$ cat config.mk
export PLATFORM = sky130hd
export DESIGN_NAME = motrep_regs
export DESIGN_NICKNAME = d
export VERILOG_FILES = /design/src/motrep_axis.v /design/src/motrep_regs.v
export VERILOG_INCLUDE_DIRS = /design/src
export SDC_FILE = /design/constraint.sdc
export NUM_CORES = 1
export LEC_CHECK = 0
export ABC_AREA = 1
export BUFFER_PORTS_ARGS = -buffer_cell sky130_fd_sc_hd__buf_2
export CAP_MARGIN = 0
export CORE_UTILIZATION = 50
export CTS_CLUSTER_DIAMETER = 200
export DETAILED_ROUTE_END_ITERATION = 16
export HOLD_SLACK_MARGIN = 0.02
export PLACE_DENSITY = 0.72
export SLEW_MARGIN = 0
export SYNTH_ARGS = -nofsm -noshare
export SYNTH_HDL_FRONTEND = slang
export SYNTH_HIERARCHICAL = 1
export SYNTH_SLANG_ARGS = --single-unit
$ cat constraint.sdc
create_clock -name clk_sys_in -period 4.1 [get_ports clk_sys_in]
set_input_delay 0.82 -clock clk_sys_in [delete_from_list [all_inputs] [get_ports clk_sys_in]]
set_output_delay 0.82 -clock clk_sys_in [all_outputs]
set_load 0.005 [all_outputs]
$ cat src/motrep_defs.vh
// Constants for the motion report register block
// What this block does
// - Read-only 8-bit silicon revision register, separate from firmware version.
// - Status bit 7 set when unreported motion waits in either axis accumulator.
// - Status bit 5 shows whether both low-power config values are complements.
// - Status bit 4 set when an axis buffer overflowed since last report.
// - Status bit 1 set while bias or laser drive pin short is seen.
// - Status bit 0 shows resolution: 0 for 400 cpi, 1 for 800.
// - Status read freezes X and Y deltas for the following delta reads.
// - Second status read before delta reads discards previously frozen deltas.
// - Each axis accumulates beyond eight bits; buffer overflow sets overflow flag.
// - Overflow flag clears on delta read if no axis sits at full scale.
// - Residual motion shows as full scale deltas until motion bit clears.
// - Saturated buffer drains in 16 reads at low, 32 at high resolution.
// - Any write to motion clear discards all earlier motion on both axes; motion added in the same cycle is kept.
// - X delta is signed 8-bit count since last report, cleared on read.
// - Y delta is signed 8-bit count since last report, cleared on read.
// - Registers are reached through the serial port register access.
`ifndef MOTREP_DEFS_VH
`define MOTREP_DEFS_VH

`define MR_ADDR_W 7
`define MR_ADDR_REVISION 7'h01
`define MR_ADDR_STATUS 7'h02
`define MR_ADDR_DELTA_X 7'h03
`define MR_ADDR_DELTA_Y 7'h04
`define MR_ADDR_MOTION_CLEAR 7'h12

`define MR_BIT_MOVED 7
`define MR_BIT_LP_OK 5
`define MR_BIT_OVERFLOW 4
`define MR_BIT_FAULT 1
`define MR_BIT_RES 0

`define MR_STATUS_RESET 8'h00
`define MR_DELTA_RESET 8'h00
`define MR_READ_ZERO 8'h00

`define MR_ACC_W 13
`define MR_LIM_POS_LO 13'h07f0
`define MR_LIM_NEG_LO 13'h1800
`define MR_LIM_POS_HI 13'h0fe0
`define MR_LIM_NEG_HI 13'h1000
`define MR_DELTA_POS_FS 8'h7f
`define MR_DELTA_NEG_FS 8'h80

`define MR_FAULT_FILT 4

`endif

$ cat src/motrep_axis.v
// One axis motion accumulator with saturation and report take-out
`timescale 1ns/1ps
`include "motrep_defs.vh"
module motrep_axis #(
   parameter ACC_W = `MR_ACC_W
)(
   input wire clk_sys_in,
   input wire rst_b_in,
   input wire add_valid_in,
   input wire [7:0] add_delta_in,
   input wire high_res_in,
   input wire clear_in,
   input wire take_in,
   output wire [7:0] take_delta_out,
   output wire nonzero_out,
   output wire full_scale_out,
   output reg overflow_out
);
   localparam [ACC_W-1:0] P127 = {{(ACC_W-8){1'b0}}, 8'h7f};
   localparam [ACC_W-1:0] N128 = {{(ACC_W-8){1'b1}}, 8'h80};
   reg [ACC_W-1:0] acc;
   reg [ACC_W-1:0] next_acc;
   reg [ACC_W+1:0] sum;
   reg next_ovf;
   wire [ACC_W-1:0] lim_pos;
   wire [ACC_W-1:0] lim_neg;
   wire [ACC_W+1:0] add_ext;
   wire [ACC_W+1:0] take_ext;

   function [7:0] clamp8;
      input [ACC_W-1:0] v;
      begin
         if ($signed(v) > $signed(P127))
            clamp8 = `MR_DELTA_POS_FS;
         else if ($signed(v) < $signed(N128))
            clamp8 = `MR_DELTA_NEG_FS;
         else
            clamp8 = v[7:0];
      end
   endfunction

   assign lim_pos = high_res_in ? `MR_LIM_POS_HI : `MR_LIM_POS_LO;
   assign lim_neg = high_res_in ? `MR_LIM_NEG_HI : `MR_LIM_NEG_LO;
   assign take_delta_out = clamp8(acc);
   assign nonzero_out = |acc;
   assign full_scale_out = (acc == lim_pos) || (acc == lim_neg);
   assign add_ext = add_valid_in ?
      {{(ACC_W-6){add_delta_in[7]}}, add_delta_in} : {(ACC_W+2){1'b0}};
   assign take_ext = take_in ?
      {{(ACC_W-6){take_delta_out[7]}}, take_delta_out} : {(ACC_W+2){1'b0}};

   always @*
   begin
      next_ovf = 1'b0;
      if (clear_in)
         sum = add_ext;
      else
         sum = {{2{acc[ACC_W-1]}}, acc} - take_ext + add_ext;
      if ($signed(sum) > $signed({{2{lim_pos[ACC_W-1]}}, lim_pos}))
      begin
         next_acc = lim_pos;
         next_ovf = 1'b1;
      end
      else if ($signed(sum) < $signed({{2{lim_neg[ACC_W-1]}}, lim_neg}))
      begin
         next_acc = lim_neg;
         next_ovf = 1'b1;
      end
      else
         next_acc = sum[ACC_W-1:0];
   end

   always @(posedge clk_sys_in or negedge rst_b_in)
   begin
      if (!rst_b_in)
      begin
         acc <= {ACC_W{1'b0}};
         overflow_out <= 1'b0;
      end
      else
      begin
         acc <= next_acc;
         overflow_out <= next_ovf;
      end
   end
endmodule

$ cat src/motrep_regs.v
// Motion report registers: revision, status, X and Y displacement
`timescale 1ns/1ps
`include "motrep_defs.vh"
module motrep_regs #(
   // Arbitrary revision value
   parameter [7:0] SILICON_REVISION = 8'h5a,
   parameter FAULT_FILT = `MR_FAULT_FILT
)(
   input wire clk_sys_in,
   input wire rst_b_in,
   input wire [`MR_ADDR_W-1:0] reg_addr_in,
   input wire reg_rd_in,
   input wire reg_wr_in,
   input wire [7:0] reg_wdata_in,
   output reg [7:0] reg_rdata_out,
   output reg reg_rvalid_out,
   input wire motion_valid_in,
   input wire [7:0] motion_dx_in,
   input wire [7:0] motion_dy_in,
   input wire resolution_select_in,
   input wire [7:0] lowpower_cfg_a_in,
   input wire [7:0] lowpower_cfg_b_in,
   input wire bias_resistor_pin_short_in,
   input wire laser_drive_pin_short_in,
   output reg moved_flag_out,
   output reg accum_overflow_flag_out,
   output reg fault_out
);
   localparam CNT_W = 4;
   localparam [CNT_W-1:0] FILT_MAX = FAULT_FILT[CNT_W-1:0];

   wire [15:0] add_bus;
   wire [15:0] take_bus;
   wire [1:0] nz_bus;
   wire [1:0] fs_bus;
   wire [1:0] ov_bus;
   wire status_rd;
   wire dx_rd;
   wire dy_rd;
   wire clear_wr;
   wire lp_ok;
   wire short_seen;
   wire [7:0] status_val;
   reg [1:0] bias_sync;
   reg [1:0] laser_sync;
   reg [CNT_W-1:0] fault_cnt;
   reg fault_flag;
   reg accum_overflow_flag;
   reg [7:0] snap_x;
   reg [7:0] snap_y;
   reg [7:0] next_rdata;
   reg next_ovf_flag;
   reg [7:0] write_seen;

   function is_addr;
      input [`MR_ADDR_W-1:0] a;
      input [`MR_ADDR_W-1:0] ref_a;
      begin
         is_addr = (a == ref_a);
      end
   endfunction

   assign status_rd = reg_rd_in && is_addr(reg_addr_in, `MR_ADDR_STATUS);
   assign dx_rd = reg_rd_in && is_addr(reg_addr_in, `MR_ADDR_DELTA_X);
   assign dy_rd = reg_rd_in && is_addr(reg_addr_in, `MR_ADDR_DELTA_Y);
   assign clear_wr = reg_wr_in &&
      is_addr(reg_addr_in, `MR_ADDR_MOTION_CLEAR);

   assign add_bus = {motion_dy_in, motion_dx_in};

   genvar i;
   generate
      for (i = 0; i < 2; i = i + 1)
      begin : g_axis
         motrep_axis #(
            .ACC_W(`MR_ACC_W)
         ) u_axis (
            .clk_sys_in(clk_sys_in),
            .rst_b_in(rst_b_in),
            .add_valid_in(motion_valid_in),
            .add_delta_in(add_bus[i*8 +: 8]),
            .high_res_in(resolution_select_in),
            .clear_in(clear_wr),
            .take_in(status_rd),
            .take_delta_out(take_bus[i*8 +: 8]),
            .nonzero_out(nz_bus[i]),
            .full_scale_out(fs_bus[i]),
            .overflow_out(ov_bus[i])
         );
      end
   endgenerate

   // Pin short inputs synchroniser
   always @(posedge clk_sys_in or negedge rst_b_in)
   begin
      if (!rst_b_in)
      begin
         bias_sync <= 2'h0;
         laser_sync <= 2'h0;
      end
      else
      begin
         bias_sync <= {bias_sync[0], bias_resistor_pin_short_in};
         laser_sync <= {laser_sync[0], laser_drive_pin_short_in};
      end
   end

   assign short_seen = bias_sync[1] | laser_sync[1];

   always @(posedge clk_sys_in or negedge rst_b_in)
   begin
      if (!rst_b_in)
      begin
         fault_cnt <= {CNT_W{1'b0}};
         fault_flag <= 1'b0;
      end
      else
      begin
         if (!short_seen)
            fault_cnt <= {CNT_W{1'b0}};
         else if (fault_cnt != FILT_MAX)
            fault_cnt <= fault_cnt + 1'b1;
         fault_flag <= short_seen && (fault_cnt == FILT_MAX);
      end
   end

   assign lp_ok = (lowpower_cfg_a_in == ~lowpower_cfg_b_in);

   assign status_val = {
      |nz_bus,
      1'b0,
      lp_ok,
      accum_overflow_flag,
      2'h0,
      fault_flag,
      resolution_select_in
   };

   // Overflow flag, set wins
   always @*
   begin
      next_ovf_flag = accum_overflow_flag;
      if ((dx_rd || dy_rd) && !(|fs_bus))
         next_ovf_flag = 1'b0;
      if (clear_wr)
         next_ovf_flag = 1'b0;
      if (|ov_bus)
         next_ovf_flag = 1'b1;
   end

   always @(posedge clk_sys_in or negedge rst_b_in)
   begin
      if (!rst_b_in)
         accum_overflow_flag <= 1'b0;
      else
         accum_overflow_flag <= next_ovf_flag;
   end

   // Frozen delta snapshots
   always @(posedge clk_sys_in or negedge rst_b_in)
   begin
      if (!rst_b_in)
      begin
         snap_x <= `MR_DELTA_RESET;
         snap_y <= `MR_DELTA_RESET;
      end
      else if (clear_wr)
      begin
         snap_x <= `MR_DELTA_RESET;
         snap_y <= `MR_DELTA_RESET;
      end
      else if (status_rd)
      begin
         snap_x <= take_bus[7:0];
         snap_y <= take_bus[15:8];
      end
      else
      begin
         if (dx_rd)
            snap_x <= `MR_DELTA_RESET;
         if (dy_rd)
            snap_y <= `MR_DELTA_RESET;
      end
   end

   // Read data select
   always @*
   begin
      next_rdata = `MR_READ_ZERO;
      case (reg_addr_in)
         `MR_ADDR_REVISION:
            next_rdata = SILICON_REVISION;
         `MR_ADDR_STATUS:
            next_rdata = status_val;
         `MR_ADDR_DELTA_X:
            next_rdata = snap_x;
         `MR_ADDR_DELTA_Y:
            next_rdata = snap_y;
         default:
            next_rdata = `MR_READ_ZERO;
      endcase
   end

   always @(posedge clk_sys_in or negedge rst_b_in)
   begin
      if (!rst_b_in)
      begin
         reg_rdata_out <= `MR_READ_ZERO;
         reg_rvalid_out <= 1'b0;
      end
      else
      begin
         reg_rvalid_out <= reg_rd_in;
         if (reg_rd_in)
            reg_rdata_out <= next_rdata;
      end
   end

   // Last written data, kept for the clear write
   always @(posedge clk_sys_in or negedge rst_b_in)
   begin
      if (!rst_b_in)
         write_seen <= 8'h00;
      else if (clear_wr)
         write_seen <= reg_wdata_in;
   end

   always @(posedge clk_sys_in or negedge rst_b_in)
   begin
      if (!rst_b_in)
      begin
         moved_flag_out <= 1'b0;
         accum_overflow_flag_out <= 1'b0;
         fault_out <= 1'b0;
      end
      else
      begin
         moved_flag_out <= |nz_bus;
         accum_overflow_flag_out <= accum_overflow_flag;
         fault_out <= fault_flag;
      end
   end
endmodule

# == After elaboration in Yosys (flattened, before gate mapping) ==
# Index checks and enable logic that the tools add are counted.
# totals
mem_bits_ro,0
n_memories,0
ff_bits,66
latchBits,0
mem_bits_rw,0
wordCells,92
out_inout_bits,12
# classes
n_bitwise,2
div,0
reduce_logical,16
mul,0
eq_ne,13
mux,32
order_cmp,8
shift,0
add_sub_neg,5
# ops
operator,count
15-bit two-way mux,6
8-bit two-way mux,10
13-bit == test,4
13-bit two-way mux,4
8-bit case mux with 4 select lines,1
15-bit adder,2
15-bit by 13-bit > comparator with 1-bit output,2
15-bit by 13-bit less-than comparator with 1-bit output,2
15-bit subtractor,2
"13-bit by 8-bit > comparator with 1-bit output, second input constant",2
"13-bit by 8-bit less-than comparator with 1-bit output, second input constant",2
26-bit OR reduction,1
12-bit two-way mux,2
"7-bit by 2-bit == test with 1-bit output, second input constant",2
3-bit nonzero test,3
8-bit == test,1
4-bit two-way mux,2
8-bit inverter,1
"7-bit by 1-bit == test with 1-bit output, second input constant",1
"7-bit by 3-bit == test with 1-bit output, second input constant",1
"7-bit by 5-bit == test with 1-bit output, second input constant",1
1-bit two-way mux,7
1-bit logical AND,6
"4-bit by 1-bit adder with 4-bit output, second input constant",1
other kinds (7),10

# == Depth between registers and ports, before layout ==
# Gate-level depths: netlist (run 1).
# logic_depth
word_depth,10
ltp_mapped,30
ltp_nobuf,29

# == Cells and area by module ==
# The synthesis (run 1) kept the hierarchy.
# modules_own_cells
mod,cells_each,instances,seq_area_each_um2,area_each_um2
motrep_axis at g_axis[1].u_axis,368,1,350.3,2333.5
motrep_axis at g_axis[0].u_axis,374,1,350.3,2323.5
motrep_regs,223,1,950.9,1880.6

# == Worst setup path after synthesis (run 1) ==
# No wires, ideal clock.
# synth_timing
path_type,input -> register
startpoint,input reg_addr_in[3]
endpoint,register g_axis[1].u_axis.acc[2]
path_slack_ns,-0.465
setup_time_ns,0.111
cell_stages,26
path_buffers,2
t_arrival_ns,4.454
required_ns,3.989
cell_sequence,nor2_1 -> nand3_2 -> nor3_4 -> buf_6 -> inv_1 -> a211oi_1 -> fa_1 -> inv_1 -> ha_1 -> a21oi_1 -> nand2_2 -> nand2_1 -> nand2_1 -> a21oi_1 -> a21oi_1 -> o21ai_0 -> nand2_1 -> ha_1 -> nand3_1 -> nor2_1 -> nand3_1 -> nand2_1 -> nand3_2 -> buf_6 -> nand2_2 -> inv_2
# synth_between
elab_chain_cells,9
# synth_rtl
item,line_no,text
"start, declared",motrep_regs.v:11,"input wire [`MR_ADDR_W-1:0] reg_addr_in,"
7-bit by 2-bit == test with 1-bit output (*),motrep_regs.v:59,is_addr = (a == ref_a);
1-bit logical AND (*),motrep_regs.v:63,"assign status_rd = reg_rd_in && is_addr(reg_addr_in, `MR_ADDR_STATUS);"
named net status_rd,motrep_regs.v:37,wire status_rd;
15-bit two-way mux (*),motrep_axis.v:49,assign take_ext = take_in ?
15-bit subtractor (*),motrep_axis.v:58,"sum = {{2{acc[ACC_W-1]}}, acc} - take_ext + add_ext;"
15-bit adder (*),motrep_axis.v:58,
15-bit two-way mux (*),motrep_axis.v:55,if (clear_in)
15-bit by 13-bit less-than comparator with 1-bit output,motrep_axis.v:64,"else if ($signed(sum) < $signed({{2{lim_neg[ACC_W-1]}}, lim_neg}))"
13-bit two-way mux,motrep_axis.v:64,
13-bit two-way mux (*),motrep_axis.v:59,"if ($signed(sum) > $signed({{2{lim_pos[ACC_W-1]}}, lim_pos}))"
named net g_axis[1].u_axis.next_acc[2],motrep_axis.v:22,reg [ACC_W-1:0] next_acc;
"end signal, assigned",motrep_axis.v:77,acc <= {ACC_W{1'b0}};
"end signal, assigned",motrep_axis.v:82,acc <= next_acc;
"end, declared",motrep_axis.v:21,reg [ACC_W-1:0] acc;
# Mark *: on every way through the listed nets, which the timed path passes. The rest lies on a longest branch.
# A chain may end at the register's enable or synchronous reset.

# == Worst setup path after layout (run 1) ==
# layout_timing
startpoint,input reg_addr_in[6]
endpoint,register g_axis[1].u_axis.acc[11]
# layout_between
elab_chain_cells,9
# layout_rtl
item,line_no
7-bit by 2-bit == test with 1-bit output,motrep_regs.v:59
1-bit logical AND,motrep_regs.v:63
15-bit two-way mux,motrep_axis.v:49
15-bit subtractor,motrep_axis.v:58
15-bit adder,motrep_axis.v:58
15-bit two-way mux (*),motrep_axis.v:55
15-bit by 13-bit less-than comparator with 1-bit output,motrep_axis.v:64
13-bit two-way mux,motrep_axis.v:64
13-bit two-way mux (*),motrep_axis.v:59
named net g_axis[1].u_axis.next_acc[11],motrep_axis.v:22
# Marked as above.

==> results of run 1 <==
[logic make-up (layout without fill, tap and decap cells)]
group | Yosys count | count (layout)
AO/OA/AOI/OAI | 85 | 85
XOR/XNOR | 18 | 18
adder cells (fa/ha/maj) | 64 | 64
buffers and inverters | 223 | 467
flip-flops | 66 | 66
multiplexers | 1 | 1
AND/OR/NAND/NOR | 508 | 509
[flip-flops by register name, indices dropped and copies added, names as in the netlist]
signal                      count
g_axis.u_axis/acc              26
reg_rdata_out                   8
snap_x                          8
snap_y                          8
fault_cnt                       4
bias_sync                       2
g_axis.u_axis/overflow_out      2
laser_sync                      2
accum_overflow_flag             1
accum_overflow_flag_out         1
fault_flag                      1
fault_out                       1
moved_flag_out                  1
reg_rvalid_out                  1
[power by group through the flow]
stage          combinational [uW]  clock (uW)  sequential [uW]
5_1_grt                      7640         887              985
6_report                     6910         857              966
2_1_floorplan                3660           0              957
3_3_place_gp                 5740           0              963
4_1_cts                      6240         861              961
3_5_place_dp                 5860           0              967
[metrics by stage]
stage | setup WS, ns | setup TNS, ns | utilization | total power [uW]
after floorplan | -0.3007 | -3.860 | - | 4616
after global placement | -0.5727 | -12.46 | 0.6504 | 6703
after detailed placement | -0.6392 | -14.00 | 0.6504 | 6828
after CTS | -0.09442 | -0.4657 | 0.7055 | 8058
after global routing | -0.4624 | -9.215 | 0.7298 | 9516
final | -0.3009 | -3.874 | 0.7298 | 8729
[layer usage]
layer,vias up,track usage,share of wire
li1,3474,-,-
met1,3251,0.3589,0.44
met2,193,0.4789,0.49
met3,46,0.03477,0.043
met4,0,0.09487,0.025
met5,-,0,0
[final timing paths]
check | to | slack, ns
worst max-delay path | g_axis[1].u_axis/acc[11] | -0.30
worst min-delay path | laser_sync[1] | 0.35
worst max register to register | g_axis[1].u_axis/acc[7] | -0.21
worst min register to register | laser_sync[1] | 0.35
max in group asynchronous | g_axis[1].u_axis/acc[7] | 2.58
min in group asynchronous | moved_flag_out | 0.71
[area by class of cell]
cell class | count | area (sq um)
multi-input cells | 677 | 4489
fillers | 947 | 3423
repair buffers | 246 | 1777
flip-flops and latches | 66 | 1652
inverters | 205 | 775.7
clock buffers | 12 | 266.5
well taps | 172 | 215.2
clock inverters | 4 | 72.57
[layout by cell type, fill, tap and decap left out, types with 6 or more instances in the layout]
| cell | count |
|---|---|
| nand2_4 | 9 |
| nand3_4 | 6 |
| buf_6 | 6 |
| a21oi_2 | 10 |
| dfrtp_1 | 66 |
| nand4_1 | 10 |
| a21oi_1 | 25 |
| buf_2 | 55 |
| fa_1 | 24 |
| nand2_2 | 32 |
| nand2_1 | 258 |
| o21ai_2 | 10 |
| nand3_1 | 74 |
| inv_1 | 174 |
| and2_1 | 10 |
| ha_4 | 9 |
| buf_4 | 181 |
| nor2_2 | 8 |
| xor2_1 | 13 |
| o21ai_0 | 21 |
| nor2_1 | 50 |
| ha_1 | 29 |
| nand3_2 | 20 |
| clkbuf_16 | 9 |
| inv_2 | 29 |
[worst max-delay path: cells and delay by family]
family,cells,cell delay [ns]
AO/OA/AOI/OAI,1,0.21
adder cells (fa/ha/maj),2,0.67
buffers and inverters,11,1.18
AND/OR/NAND/NOR,16,1.70
[what timing repair did]
item                       4_1_cts  5_1_grt
pin swaps                       25       37
setup buffers                   25       10
cloned                           1        0
gates resized for setup         43       57
setup endpoints to repair       26       26
==> flow_summary.yaml, run 1 <==
global_routing:
  grt_usage: 0.2777
  grt_first_pass_wirelength_um: 29610
  antenna_found_initial: 0
  grt.overflow.total: 0
  grt_pass1_vias: 6643
  grt_max_degree: 52
placement:
  gp_congestion: 0.8636
  portBuffers: 58
  post-place-cells: 1330
  hpwl_um: 13340
  dpl_cell_area_sq_mm: 0.008242
timing:
  fin_crit_sh: 1.073
  worst_slack_ns: -0.3009
  tightestPinTransition_ns: 1.104
  relSlewSlack: 0.2640
  hold_violations: 0
  skew_ns: 0.005889
  fmax_ghz: 0.2272
  setup_viol: 19
  rsz0062_at_grt: "yes"
  drv_slew: 0
  whs_ns: 0.3500
  post-route-min-period_ns: 4.401
floorplanning:
  start_util: 0.5159
  die_area_sq_mm: 0.01354
  die_x_um: 116.3
  ios: 67
  die_height_um: 116.3
  fp-row-count: 41
  core_sq_mm: 0.01267
final_layout:
  drive_above_1_share: 0.3504
  diodes: 0
  fin_nets: 1324
  final_design_area_no_fill_sq_mm: 0.009248
  instances_no_fill: 1382
  area_growth_pct: 41.45
setup_path:
  cp-end-kind: "register"
  required_ns: 4.32
  cpMostUsedCell: "buf_4"
  crit_slowest_cell: "fa_1"
  startpoint: "reg_addr_in[6]"
  path_class: "in -> reg"
  reg2reg_depth: 31
  cp-start-kind: "primary input"
  reg2reg_from: "g_axis[1].u_axis/acc[9]"
  critPathMaxFanout: 7
  arrival_ns: 4.62
  cpPeakStageDelay_ns: 0.45
power:
  power_frac_seq: 0.111
  p_sw_frac: 0.4703
  combPwrFrac: 0.791
  powerDensity_mw_per_mm2: 944.0
  p_int_uw: 4624
  p_leak_uw: 0.005128
  power_switching_uw: 4105
  irDropWorstVdd_mv: 0.4582
  pwr-share-clk: 0.098
clock_network:
  hold_buffers: 0
  clock-sinks: 66
  cts_tree: "built"
  cts_buffers: 9
  root_buffer: "clkbuf_16"
  clk_pin_slew_ns: 0.06
  cts-htree-levels: 3
  cts_buffer_depth: 2
  clock_latency_ns: 0.33
yosys:
  synthCells: 965
  synth_xor_area_frac: 0.02411
  yosysTopAreaCell: "dfrtp_1"
  yosys.area.top_type_share: 0.2526
  synthAdderAreaFrac: 0.1523
  synth_ff_type: "dfrtp_1"
  synth-seq-cells: 66
  syn_area_per_cell_sq_um: 6.775
  synthTopCellsByCount: "nand2_1, inv_1, nand3_1"
  ys_async_sr_fraction: 1.000
  ys_seq_area_frac: 0.2526
  synth_area_leaders: "dfrtp_1, nand2_1, inv_1"
  synth_edf_count: 0
  synth_area_sq_mm: 0.006538
  synth_compound_area_frac: 0.07809
  synth_top_family_by_area: "simple AND/OR/NAND/NOR gates"
  synth_nets: 1084
  yosysMostFrequentCell: "nand2_1"
  synth_simple_gate_area_frac: 0.3575
  ys_types: 45
  synthMuxAreaShare: 0.001531
  yosys_warnings: 6
drt:
  via_count: 6964
  initialDrtViolationCount: 426
  firstDrtPassIters: 5
  routed_via_density: 5.039
  drcViolationCount: 0
  detail_route.wl_per_cell_um: 13.47
  detail-route-antenna-nets: 0
  routed_wl_um: 18620
worst_hold_path:
  min_from: "laser_sync[0]"
  hold_class: "reg -> reg"
  hold_depth: 0
run:
  drv_cap: 0
status:
  violations: "setup timing"
  status: "finished with violations"
No activity file was read; power rests on OpenSTA's default activity.
==> inputs of run 2 (changes only) <==
--- a/config.mk
+++ b/config.mk
@@ -13,9 +13,8 @@
 export CTS_CLUSTER_DIAMETER = 200
 export DETAILED_ROUTE_END_ITERATION = 16
 export HOLD_SLACK_MARGIN = 0.02
-export PLACE_DENSITY = 0.72
+export PLACE_DENSITY = 0.7
 export SLEW_MARGIN = 0
 export SYNTH_ARGS = -nofsm -noshare
 export SYNTH_HDL_FRONTEND = slang
-export SYNTH_HIERARCHICAL = 1
 export SYNTH_SLANG_ARGS = --single-unit
==> constraint.sdc (replaced) <==
create_clock -name clk_sys_in -period 4.7 [get_ports clk_sys_in]
set_input_delay 0.94 -clock clk_sys_in [delete_from_list [all_inputs] [get_ports clk_sys_in]]
set_output_delay 0.94 -clock clk_sys_in [all_outputs]
set_load 0.005 [all_outputs]
==> run 2 against run 1 <==
The flow now finishes without violations. Hold slack barely moved. Sequential power down 9.3%. Wire length is 8.8% lower. Sequential cell count is the same. Setup slack better by 0.30 ns. Die area shrank 4.9%. Via count fell by 8.1%. Clock skew is 0.00091 ns higher. Largest cell class unchanged. Highest routed layer unchanged.
==> flow_summary.yaml, run 2 <==
status:
  status: "finished clean"
yosys:
  synth_edf_count: 0
  synth_area_leaders: "dfrtp_1, nand2_1, inv_1"
  yosysTopAreaCell: "dfrtp_1"
  yosys.area.top_type_share: 0.2658
  synth-seq-cells: 66
  synth_area_sq_mm: 0.006213
  yosysMostFrequentCell: "nand2_1"
  synthCells: 932
  ys_async_sr_fraction: 1.000
  yosys_warnings: 0
  ys_types: 36
  synthTopCellsByCount: "nand2_1, inv_1, nor2_1"
  synth_ff_type: "dfrtp_1"
  syn_area_per_cell_sq_um: 6.667
  ys_seq_area_frac: 0.2658
  synth_nets: 1051
timing:
  fin_crit_sh: 0.9997
  setup_tns_ns: 0
  hold_violations: 0
  post-route-min-period_ns: 4.699
  whs_ns: 0.3500
  setup_viol: 0
  relSlewSlack: 0.5212
  rsz0062_at_grt: "yes"
  tightestPinTransition_ns: 0.7182
  drv_slew: 0
  fmax_ghz: 0.2128
  skew_ns: 0.006799
final_layout:
  fin_nets: 1222
  largest_reg_flops: 26
  instances_no_fill: 1276
  diodes: 0
  final_common_cell: "nand2_1"
  drive_above_1_share: 0.2681
  area_growth_pct: 33.53
  n_fill_cell: 1042
  mostFrequentLayoutCells: "nand2_1, inv_1, buf_4"
  largest_register: "g_axis.u_axis.acc"
clock_network:
  cts_buffers: 9
  clk_pin_slew_ns: 0.06
  cts-htree-levels: 3
  clock-sinks: 66
  clock_latency_ns: 0.32
  hold_buffers: 0
  cts_buffer_depth: 2
  root_buffer: "clkbuf_16"
  cts_tree: "built"
placement:
  post-place-cells: 1247
  gp_congestion: 0.9068
  hpwl_um: 13140
  portBuffers: 58
floorplanning:
  start_util: 0.5151
  die_height_um: 113.5
  fp-row-count: 40
  core_sq_mm: 0.01206
  die_area_sq_mm: 0.01288
  ios: 67
  die_x_um: 113.5
drt:
  drcViolationCount: 0
  detail_route.wl_per_cell_um: 13.31
  via_count: 6403
  initialDrtViolationCount: 563
  firstDrtPassIters: 5
  routed_via_density: 5.018
  detail-route-antenna-nets: 0
  routed_wl_um: 16980
global_routing:
  grt_max_degree: 35
  antenna_found_initial: 0
  grt_pass1_vias: 5976
  grt_usage: 0.2716
  grt.overflow.total: 0
  grt_first_pass_wirelength_um: 27840
setup_path:
  path_class: "in -> reg"
  cpPeakStageDelay_ns: 0.42
  required_ns: 4.96
  reg2reg_depth: 32
  cpMostUsedCell: "nand2_2"
  crit_slowest_cell: "fa_1"
  arrival_ns: 4.95
  critPathMaxFanout: 8
  cp-end-kind: "register"
  cp-start-kind: "primary input"
worst_hold_path:
  hold_depth: 0
  hold_class: "reg -> reg"
power:
  p_leak_uw: 0.004618
  powerDensity_mw_per_mm2: 856.6
  irDropWorstVdd_mv: 0.5068
run:
  drv_cap: 0
-- run 2: cell count changes after synthesis, moves of 11 or more --
cell	previous run	this run
nor2_1	57	89
o22ai_1	0	18
nand3_1	83	68
nand2_2	15	1
nand3_2	15	1
and2_1	14	3
-- run 2: critical path: cells and delay by family --
family                     cells  cell delay (ns)
and+or+nand+nor               21             2.22
xor gates and xnor gates       1             0.16
buffers and inverters          7             0.58
AOI/OAI and AO/OA              1             0.14
adders and majority gates      3             0.89
-- run 2: report_power, final --
group / internal [uW] / switching, uW / total, uW
clock: 469 / 260 / 729
combinational: 2310 / 3190 / 5500
sequential: 776 / 101 / 876
total: 3560 / 3550 / 7110
-- run 2: what timing repair did --
item,4_1_cts,5_1_grt
pin swaps,12,39
hold endpoints to repair,0,0
gates cloned,1,1
buffers inserted,4,8
setup endpoints to repair,22,26
gates resized for setup,11,56
-- run 2: cell type report --
type / instances / area [sq um] / share of cell area
multi-input combinational: 664 / 4195 / 0.5057
sequential: 66 / 1652 / 0.1991
timing repair buffer: 170 / 1170 / 0.1410
inverter: 192 / 744.5 / 0.08973
clock buffer: 9 / 225.2 / 0.02715
tap: 168 / 210.2 / 0.02534
clock inverter: 7 / 100.1 / 0.01206
-- run 2: final timing paths --
| path | start | endpoint | slack [ns] |
|---|---|---|---|
| min reg2reg | bias_sync[0] | bias_sync[1] | 0.35 |
| min in group asynchronous | rst_b_in | fault_cnt[1] | 0.67 |
| max reg2reg | g_axis[0].u_axis.acc[11] | g_axis[0].u_axis.acc[4] | 0.19 |
| max in group asynchronous | rst_b_in | g_axis[0].u_axis.acc[7] | 3.13 |
| min | bias_sync[0] | bias_sync[1] | 0.35 |
| max | reg_addr_in[6] | g_axis[0].u_axis.acc[4] | 0.001 |
-- run 2: through the flow --
step / power (uW) / area (sq um) / util / setup WS, ns
finish: 7107 / 8297 / 0.6879 / 0.001338
global route: 7836 / 8297 / 0.6879 / -0.2102
CTS: 6612 / 8023 / 0.6651 / 0.0002838
detailed placement: 5763 / 7609 / 0.6308 / -0.4751
global placement: 5692 / 7609 / 0.6308 / -0.4108
floorplan: 4124 / 6427 / - / -0.02531
-- run 2: kinds of logic (layout without fill, tap and decap cells) --
group | Yosys count | in the layout | synth area share
buf+inv | 204 | 378 | 0.1273
compound gates | 89 | 89 | 0.07995
simple gates | 493 | 495 | 0.3441
flops | 66 | 66 | 0.2658
fa+ha+maj | 64 | 64 | 0.1603
xor+xnor | 16 | 16 | 0.02255
-- run 2: routing by layer --
metal / share of wire / track usage / up-vias
met5: 0 / 0 / -
met4: 0.018 / 0.07895 / 0
met1: 0.47 / 0.3847 / 2962
li1: - / - / 3247
met3: 0.044 / 0.02816 / 23
met2: 0.47 / 0.4411 / 171
